--- config.mk ---
export PLATFORM = sky130hd
export DESIGN_NAME = region_protect
export DESIGN_NICKNAME = d
export VERILOG_FILES = /design/src/hdl/region_protect_pkg.sv /design/src/hdl/region_protect.sv
export SDC_FILE = /design/constraint.sdc
export NUM_CORES = 2
export LEC_CHECK = 0
export BUFFER_PORTS_ARGS = -buffer_cell sky130_fd_sc_hd__buf_2
export CAP_MARGIN = 5
export CELL_PAD_IN_SITES_DETAIL_PLACEMENT = 0
export CELL_PAD_IN_SITES_GLOBAL_PLACEMENT = 1
export CORE_ASPECT_RATIO = 0.9
export CORE_MARGIN = 3
export CORE_UTILIZATION = 40
export DETAILED_ROUTE_END_ITERATION = 7
export PLACE_DENSITY_LB_ADDON = 0.1
export SYNTH_ARGS = -nofsm -noshare
export SYNTH_HDL_FRONTEND = slang
export SYNTH_SLANG_ARGS = --single-unit
--- constraint.sdc ---
create_clock -name clk_i -period 6.6 [get_ports clk_i]
set_input_delay 0.66 -clock clk_i [delete_from_list [all_inputs] [get_ports clk_i]]
set_output_delay 0.66 -clock clk_i [all_outputs]
set_load 0.005 [all_outputs]
--- src/hdl/region_protect_pkg.sv ---
// constants, field layout and carrier types of the region protection checker
// assumes a 32-bit classic Wishbone slave port and a core on the same clock
//
// Behaviour
// RQ1: up to eight regions, each fully programmable
// RQ2: region size power of two, 32 B to 4 GB
// RQ3: software aligns each base to its size
// RQ4: fetch from non-executable region is a violation
// RQ5: no/ro/rw rights, separate privileged and user
// RQ6: eight equal sub-regions, each with disable bit
// RQ7: disabled end sub-regions give unaligned span ends
// RQ8: violation raises memory-management fault when enabled
// RQ9: region enable bit keeps stored configuration intact
// RQ10: attribute readback includes region enable state
// RQ11: software disables region while reprogramming it
// RQ12: privileged default map covers unmatched privileged accesses
// RQ13: no enabled region, no default: accesses fault
// RQ14: option keeps checking inside hard-fault and NMI
// RQ15: software configures regions before global enable
// RQ16: global enable clear: default map, no faults
// RQ17: readable total count of supported regions
// RQ18: sub-region disables only for 256 B or larger
// RQ19: highest-numbered matching region wins
// RQ20: configuration applies from next access, never partially
package region_protect_pkg;

	// register byte offsets
	localparam logic [7:0] OFS_CTRL = 8'h00;
	localparam logic [7:0] OFS_COUNT = 8'h04;
	localparam logic [7:0] OFS_SELECT = 8'h08;
	localparam logic [7:0] OFS_BASE = 8'h0C;
	localparam logic [7:0] OFS_ATTR = 8'h10;
	localparam logic [7:0] OFS_FSTAT = 8'h14;
	localparam logic [7:0] OFS_FADDR = 8'h18;

	// control register fields
	localparam int CTRL_EN_BIT = 0;
	localparam int CTRL_PRIVDEF_BIT = 1;
	localparam int CTRL_FLTCHK_BIT = 2;
	localparam logic [2:0] CTRL_RST = 3'h0;

	// attribute register fields
	localparam int ATTR_EN_BIT = 0;
	localparam int ATTR_SIZE_LSB = 1;
	localparam int ATTR_SRD_LSB = 8;
	localparam int ATTR_AP_LSB = 24;
	localparam int ATTR_XN_BIT = 28;
	localparam int BASE_LSB = 5;

	// size field holds log2(bytes) - 1
	localparam logic [4:0] SIZE_MIN = 5'h04;
	localparam logic [4:0] SIZE_SUBRGN_MIN = 5'h07;
	localparam logic [4:0] SIZE_RST = 5'h00;
	localparam int MAX_REGIONS = 8;

	// access permission codes
	localparam logic [2:0] AP_PRW_UNO = 3'h1;
	localparam logic [2:0] AP_PRW_URO = 3'h2;
	localparam logic [2:0] AP_PRW_URW = 3'h3;
	localparam logic [2:0] AP_PRO_UNO = 3'h5;
	localparam logic [2:0] AP_PRO_URO = 3'h6;
	localparam logic [2:0] AP_PRO_URO2 = 3'h7;

	// one stored region
	typedef struct packed {
		logic [26:0] base;
		logic [4:0] size;
		logic enable;
		logic [7:0] srd;
		logic [2:0] ap;
		logic xn;
	} region_type;

	// one access presented by the core
	typedef struct packed {
		logic [31:0] addr;
		logic write;
		logic fetch;
		logic priv;
		logic in_handler;
	} access_type;

	// verdict on one access
	typedef struct packed {
		logic valid;
		logic fault;
		logic default_map;
		logic hit;
		logic [2:0] region;
	} result_type;

endpackage

--- src/hdl/region_protect.sv ---
// region protection checker with its Wishbone register file
// assumes the core presents accesses on clk_i and samples the verdict one cycle later
//
// The implementer's own choices: the address map and the Wishbone slave port.
`timescale 1ns/1ns
`default_nettype none

module region_protect #(
	parameter int NUM_REGIONS = region_protect_pkg::MAX_REGIONS
) (
	input wire logic clk_i, // core clock
	input wire logic rst_i, // synchronous reset, high
	input wire logic cyc_i, // wishbone cycle
	input wire logic stb_i, // wishbone strobe
	input wire logic we_i, // wishbone write
	input wire logic [7:0] adr_i, // byte address
	input wire logic [3:0] sel_i, // byte lanes
	input wire logic [31:0] dat_i, // write data
	output logic [31:0] dat_o, // read data
	output logic ack_o, // wishbone acknowledge
	input wire logic acc_valid_i, // core access present
	input wire region_protect_pkg::access_type acc_i, // access details
	output var region_protect_pkg::result_type chk_o, // verdict, one cycle later
	output logic mm_fault_o // memory-management fault pulse
);

	// elaboration check on region count
	if (NUM_REGIONS < 1 || NUM_REGIONS > region_protect_pkg::MAX_REGIONS) begin : g_bad
		$error("NUM_REGIONS must lie between 1 and 8");
	end

	typedef struct packed {
		logic ack;
		logic [31:0] rdata;
		logic [2:0] ctrl;
		logic [2:0] sel;
		region_protect_pkg::region_type [NUM_REGIONS-1:0] rgn;
		logic fault_seen;
		logic [31:0] fault_addr;
		region_protect_pkg::result_type res;
	} state_type;

	state_type st;
	state_type next_st;
	logic [NUM_REGIONS-1:0] hit;

	// attribute word of a region, enable state included
	function automatic logic [31:0] attr_image(input region_protect_pkg::region_type r);
		logic [31:0] w;
		w = 32'h0;
		w[region_protect_pkg::ATTR_EN_BIT] = r.enable; // RQ10
		w[region_protect_pkg::ATTR_SIZE_LSB +: 5] = r.size;
		w[region_protect_pkg::ATTR_SRD_LSB +: 8] = r.srd;
		w[region_protect_pkg::ATTR_AP_LSB +: 3] = r.ap;
		w[region_protect_pkg::ATTR_XN_BIT] = r.xn;
		return w;
	endfunction

	// byte-lane merge of a write into an old word
	function automatic logic [31:0] merge(input logic [31:0] old, input logic [31:0] wd,
		input logic [3:0] be);
		logic [31:0] w;
		w = old;
		for (int b = 0; b < 4; b++) begin
			if (be[b]) begin
				w[8*b +: 8] = wd[8*b +: 8];
			end
		end
		return w;
	endfunction

	// rights table, privileged and user apart
	function automatic logic allowed(input logic [2:0] ap, input logic priv, input logic wr);
		logic ok;
		case (ap)
			region_protect_pkg::AP_PRW_UNO: ok = priv; // RQ5
			region_protect_pkg::AP_PRW_URO: ok = priv | ~wr; // RQ5
			region_protect_pkg::AP_PRW_URW: ok = 1'b1;
			region_protect_pkg::AP_PRO_UNO: ok = priv & ~wr;
			region_protect_pkg::AP_PRO_URO: ok = ~wr;
			region_protect_pkg::AP_PRO_URO2: ok = ~wr;
			default: ok = 1'b0;
		endcase
		return ok;
	endfunction

	// per-region address match with sub-region holes
	for (genvar g = 0; g < NUM_REGIONS; g++) begin : g_match
		logic [32:0] span_mask;
		logic [31:0] diff;
		logic [2:0] sub_idx;
		logic sub_off;
		logic size_ok;
		region_protect_pkg::region_type r;
		assign r = st.rgn[g];
		assign size_ok = r.size >= region_protect_pkg::SIZE_MIN; // RQ2
		// mask keeps the address bits above the region size
		assign span_mask = ~((33'h1 << (6'(r.size) + 6'h01)) - 33'h1); // RQ2
		assign diff = acc_i.addr ^ {r.base, 5'h00};
		// eighth of the region that the address falls into
		assign sub_idx = 3'(acc_i.addr >> (r.size - 5'h02)); // RQ6
		// holes only count from 256 bytes up
		assign sub_off = (r.size >= region_protect_pkg::SIZE_SUBRGN_MIN) & r.srd[sub_idx]; // RQ18 RQ7
		// a disabled region keeps its fields but never matches
		assign hit[g] = r.enable & size_ok & ((diff & span_mask[31:0]) == 32'h0) & ~sub_off; // RQ9
	end

	// next state: bus slave, configuration and access verdict
	always_comb begin
		logic win;
		logic [2:0] wi;
		logic bypass;
		logic privdef;
		logic [31:0] wd;
		region_protect_pkg::region_type cur;
		next_st = st;
		bypass = 1'b0;
		privdef = 1'b0;
		win = 1'b0;
		wi = 3'h0;
		wd = 32'h0;
		cur = st.rgn[st.sel];
		next_st.ack = 1'b0;
		// single-cycle answer, ack drops the cycle after
		if (cyc_i && stb_i && !st.ack) begin
			next_st.ack = 1'b1;
			next_st.rdata = 32'h0;
			case ({adr_i[7:2], 2'b00})
				region_protect_pkg::OFS_CTRL: begin
					next_st.rdata = {29'h0, st.ctrl};
					if (we_i) begin
						wd = merge({29'h0, st.ctrl}, dat_i, sel_i);
						next_st.ctrl = wd[2:0];
					end
				end
				region_protect_pkg::OFS_COUNT: begin
					next_st.rdata = 32'(NUM_REGIONS); // RQ17
				end
				region_protect_pkg::OFS_SELECT: begin
					next_st.rdata = {29'h0, st.sel};
					if (we_i) begin
						wd = merge({29'h0, st.sel}, dat_i, sel_i);
						if (32'(wd[2:0]) < NUM_REGIONS) begin
							next_st.sel = wd[2:0];
						end
					end
				end
				region_protect_pkg::OFS_BASE: begin
					next_st.rdata = {cur.base, 5'h00};
					if (we_i) begin
						wd = merge({cur.base, 5'h00}, dat_i, sel_i);
						next_st.rgn[st.sel].base = wd[31:region_protect_pkg::BASE_LSB]; // RQ1
					end
				end
				region_protect_pkg::OFS_ATTR: begin
					next_st.rdata = attr_image(cur); // RQ10
					if (we_i) begin
						wd = merge(attr_image(cur), dat_i, sel_i);
						next_st.rgn[st.sel].enable = wd[region_protect_pkg::ATTR_EN_BIT]; // RQ9
						next_st.rgn[st.sel].size = wd[region_protect_pkg::ATTR_SIZE_LSB +: 5];
						next_st.rgn[st.sel].srd = wd[region_protect_pkg::ATTR_SRD_LSB +: 8];
						next_st.rgn[st.sel].ap = wd[region_protect_pkg::ATTR_AP_LSB +: 3];
						next_st.rgn[st.sel].xn = wd[region_protect_pkg::ATTR_XN_BIT];
					end
				end
				region_protect_pkg::OFS_FSTAT: begin
					next_st.rdata = {31'h0, st.fault_seen};
					if (we_i && sel_i[0] && dat_i[0]) begin
						next_st.fault_seen = 1'b0;
					end
				end
				region_protect_pkg::OFS_FADDR: begin
					next_st.rdata = st.fault_addr;
				end
				default: begin
					next_st.rdata = 32'h0;
				end
			endcase
		end
		// highest-numbered matching region takes precedence
		for (int i = 0; i < NUM_REGIONS; i++) begin
			if (hit[i]) begin
				win = 1'b1; // RQ19
				wi = 3'(i); // RQ19
			end
		end
		cur = st.rgn[wi];
		privdef = st.ctrl[region_protect_pkg::CTRL_PRIVDEF_BIT];
		// global off, or handler without checking, uses the default map
		bypass = ~st.ctrl[region_protect_pkg::CTRL_EN_BIT] | // RQ16
			(acc_i.in_handler & ~st.ctrl[region_protect_pkg::CTRL_FLTCHK_BIT]); // RQ14
		// verdict from registers as they stood at this edge
		next_st.res.valid = acc_valid_i; // RQ20
		next_st.res.hit = acc_valid_i & win;
		next_st.res.region = wi;
		next_st.res.default_map = acc_valid_i &
			(bypass | (~win & acc_i.priv & privdef)); // RQ12
		if (!acc_valid_i || bypass) begin
			next_st.res.fault = 1'b0; // RQ16
		end else if (win) begin
			next_st.res.fault = (acc_i.fetch & cur.xn) | // RQ4
				~allowed(cur.ap, acc_i.priv, acc_i.write); // RQ8
		end else begin
			next_st.res.fault = ~(acc_i.priv & privdef); // RQ13 RQ12
		end
		// sticky fault flag, a new fault beats a clear
		if (next_st.res.fault) begin
			next_st.fault_seen = 1'b1;
			next_st.fault_addr = acc_i.addr;
		end
	end

	// state register
	always_ff @(posedge clk_i) begin
		if (rst_i) begin
			st <= '0;
			st.ctrl <= region_protect_pkg::CTRL_RST;
			for (int i = 0; i < NUM_REGIONS; i++) begin
				st.rgn[i].size <= region_protect_pkg::SIZE_RST;
			end
		end else begin
			st <= next_st;
		end
	end

	// outputs straight from state
	assign dat_o = st.rdata;
	assign ack_o = st.ack;
	assign chk_o = st.res;
	assign mm_fault_o = st.res.fault; // RQ8

endmodule

`default_nettype wire

==> results.md <==
- Fill count: ~11000
- Gr ovfl total: 0
- Cells along the critical path: buf_6, mux2i_1, mux4_2, mux4_2, mux2_1, a41oi_1, buf_4, and4_1, nand4_1, a211oi_2, buf_4, o21a_1, mux2_2, a211oi_2, nor4_4, nor3b_4, buf_12, mux2i_1
- Final min period: about 6.5 ns
- Footprint of the multi-input gates: roughly 29000 um^2
- Leakage: between 0.01 and 0.015 uW
- Die Area: around 100000 um^2
- DR vias/cell: between 6 and 7
- WHS Endpoint: st[404]
- TritonRoute pass-1 iters: 8
- Die W: ~340 um
- Area Overhead vs Synth: 9.69%
- Total global-route track usage: approximately two fifths
- Largest net degree at the start of global routing: 126
- RSZ-0062 raised after global routing: false
- Pwr dens: between 100 and 150 nW/um^2
- CP max FO: 44
- Ranking of synthesized cells by area: dfxtp_1, nand2_1, a21oi_1, mux4_2, mux2i_1
- Worst setup SP type: flop
- Initial antenna violation count: 22
- Worst IR drop on VDD: 0.187 mV
- Hold_sp: dat_i[1]
- Critical Path RT: 7.18 ns
- Post-DP HPWL: roughly 160000 um
- Max Slew Vio Count: 0
- CP max stage cell: mux4_2
- Post-synth top area cell: dfxtp_1
- Slew HR: 7.64%
- Non-Filler Instances: approximately 6700
- Slowest cell delay on critical path: about 0.66 ns
- Avg WL per Cell: between 30 and 40 um
- Synth Cell Area: ~40000 um^2
- Outcome: completed
- Min Hold Slack: ~0.28 ns
- # IOs: about 130
- Mapped Cells: about 5400
- Vias in the first global route: around 40000
- Port buffer count: approximately 120
- Die H: slightly above 300 um
- Num CTS Buffers: 52
- Number of remaining DRC errors: 0
- Drt total wl: about 220000 um
- Cell variety after synth: about 120
- Layout cells sized above 1: ~15%
- Post-synth EDFFs: 0
- Sequential cell area fraction in the yosys report: 21.7%
- Clk slew on worst S/H paths: 0.06 ns
- CTS Buffer Depth: 3
- Core ar.: 100000 um^2
- Synth async-reset ratio: 0%
- Highest Clock Rate: approximately 150 MHz
- Number of synthesis warnings: 0
- Initial DRC count: between 7000 and 8000
- Sequential cell area: roughly 8800 um^2
- Total Power: about 6500 uW
- Via count: roughly 45000
- Hold Path Stages: 3
- Tcrit/Tclk final: 97.9%
- Starting density of the core: 40.4%
- Buffers & Inverters on Critical Path: 4
- Commonest cells in the synthesized netlist: nand2_1, a21oi_1, dfxtp_1, clkbuf_1, nor2_1
- Root Driver: clkbuf_16
- CP delay by family, top: multiplexers
- Slew @ Worst Pin: about 1.4 ns
- TNS Setup: 0 ns
- Max Cap Viol: 0
- Post-CTS Setup Bufs: 0
- Mean Syn Cell Area: 7.46 um^2
- H-Tree Level Count: 2
- Fin. Hold Viols: 0
- FF+latch count, synth: around 440
- Syn Nets: 5543
- Kind of critical path: reg2reg
- Placed instance count: around 6600
- Worst Reg2Reg Path Length in Cells: 18
- Worst skew pair latency: between 0.6 and 0.7 ns
- Synth top area share: 21.7%
- CTS tree: built
- Final net count: between 5000 and 6000
- Final Skew: 0.0474 ns
- Worst Setup End Kind: flop
- Final setup vio count: 0
- Reg2reg setup slack: around 0.14 ns
- Sink Count: ~440
- Reg-to-reg critical path endpoint: st[16]
- Antenna-violating nets left: 0
- Hold Crit Class: in2reg
- WP data arrival: around 7.0 ns
- GP Congestion: a little over 1
- Rows: 110
- First-pass GRT wire length: around 310000 um
- Ys flop type: dfxtp_1
- Top-count cell post-synth: nand2_1
==> logic make-up (layout without fill, tap and decap cells) <==
logic type	after synthesis	after routing	share of synthesized area, %
compound gates	1468	1468	24.2
buf+inv	625	550	7.12
flops	439	439	21.7
mux	429	429	14.5
fa+ha+maj	34	34	1.04
other cells	0	5	0
simple gates	2098	2098	24.1
xor+xnor	332	332	7.34
==> layout make-up <==
| type | instances | share of cell area (%) |
|---|---|---|
| Inverter | 62 | 0.525 |
| Tap cell | 1344 | 3.79 |
| Clock buffer | 73 | 3.36 |
| Sequential cell | 439 | 19.9 |
| Antenna cell | 5 | 0.0282 |
| Multi-Input combinational cell | 4361 | 65.2 |
| Timing Repair Buffer | 391 | 6.71 |
| Clock inverter | 24 | 0.553 |
==> worst min-delay path, stage by stage <==
cell and delay, ns:
buf_2 0.10, mux2i_1 0.07, nor2_1 0.07
==> placed cells by master (no fill, tap or decap), types with 59 or more instances in the layout <==
cell type / instances
nand2b_1: 112
nor2_1: 309
nand3_1: 139
mux2i_1: 246
nand2_1: 1020
xor2_1: 145
nor2b_1: 71
buf_4: 239
mux4_2: 117
mux2_2: 59
nand4_1: 78
o21ai_0: 143
a22oi_1: 235
nor3_1: 99
dfxtp_1: 423
a21oi_1: 542
xnor2_1: 177
buf_2: 123
==> how the worst max path moves through the flow <==
| stage | depth (start not counted) | end | from |
|---|---|---|---|
| 6_report | 18 | st[16] | flop |
| 5_1_grt | 20 | st[22] | flop |
| 4_1_cts | 18 | st[22] | flop |
| 3_5_place_dp | 18 | st[16] | flop |
| 3_3_place_gp | 18 | st[29] | flop |
| 2_1_floorplan | 24 | st[35] | flop |
==> stage by stage <==
step	instance area [um^2]	setup slack, ns	utilization (%)
detailed placement	42600	0.204	42.5
CTS	44300	0.236	44.2
global placement	42600	0.271	42.5
finish	44400	0.141	44.3
floorplan	40400	0.890	-
global route	44400	0.0271	44.3
==> power breakdown <==
part	leakage, uW	internal, uW	switching (uW)
registers	0.00354	2660	4.11
logic	0.0103	245	593
clock network	0.000864	1670	1350
total	0.0147	4570	1950
==> layer usage <==
metal	routed length [um]	track usage (%)	vias to the layer above
li1	-	-	19400
met1	91200	55.9	21800
met2	90100	57.8	3092
met3	29200	12.6	613
met4	12800	18.7	26
met5	177	0	-
==> what timing repair did <==
action	CTS	global route
resized for setup	0	4
hold buffers	0	0
endpoints found under the setup margin	0	28
Power figures use the tool's default switching activity.
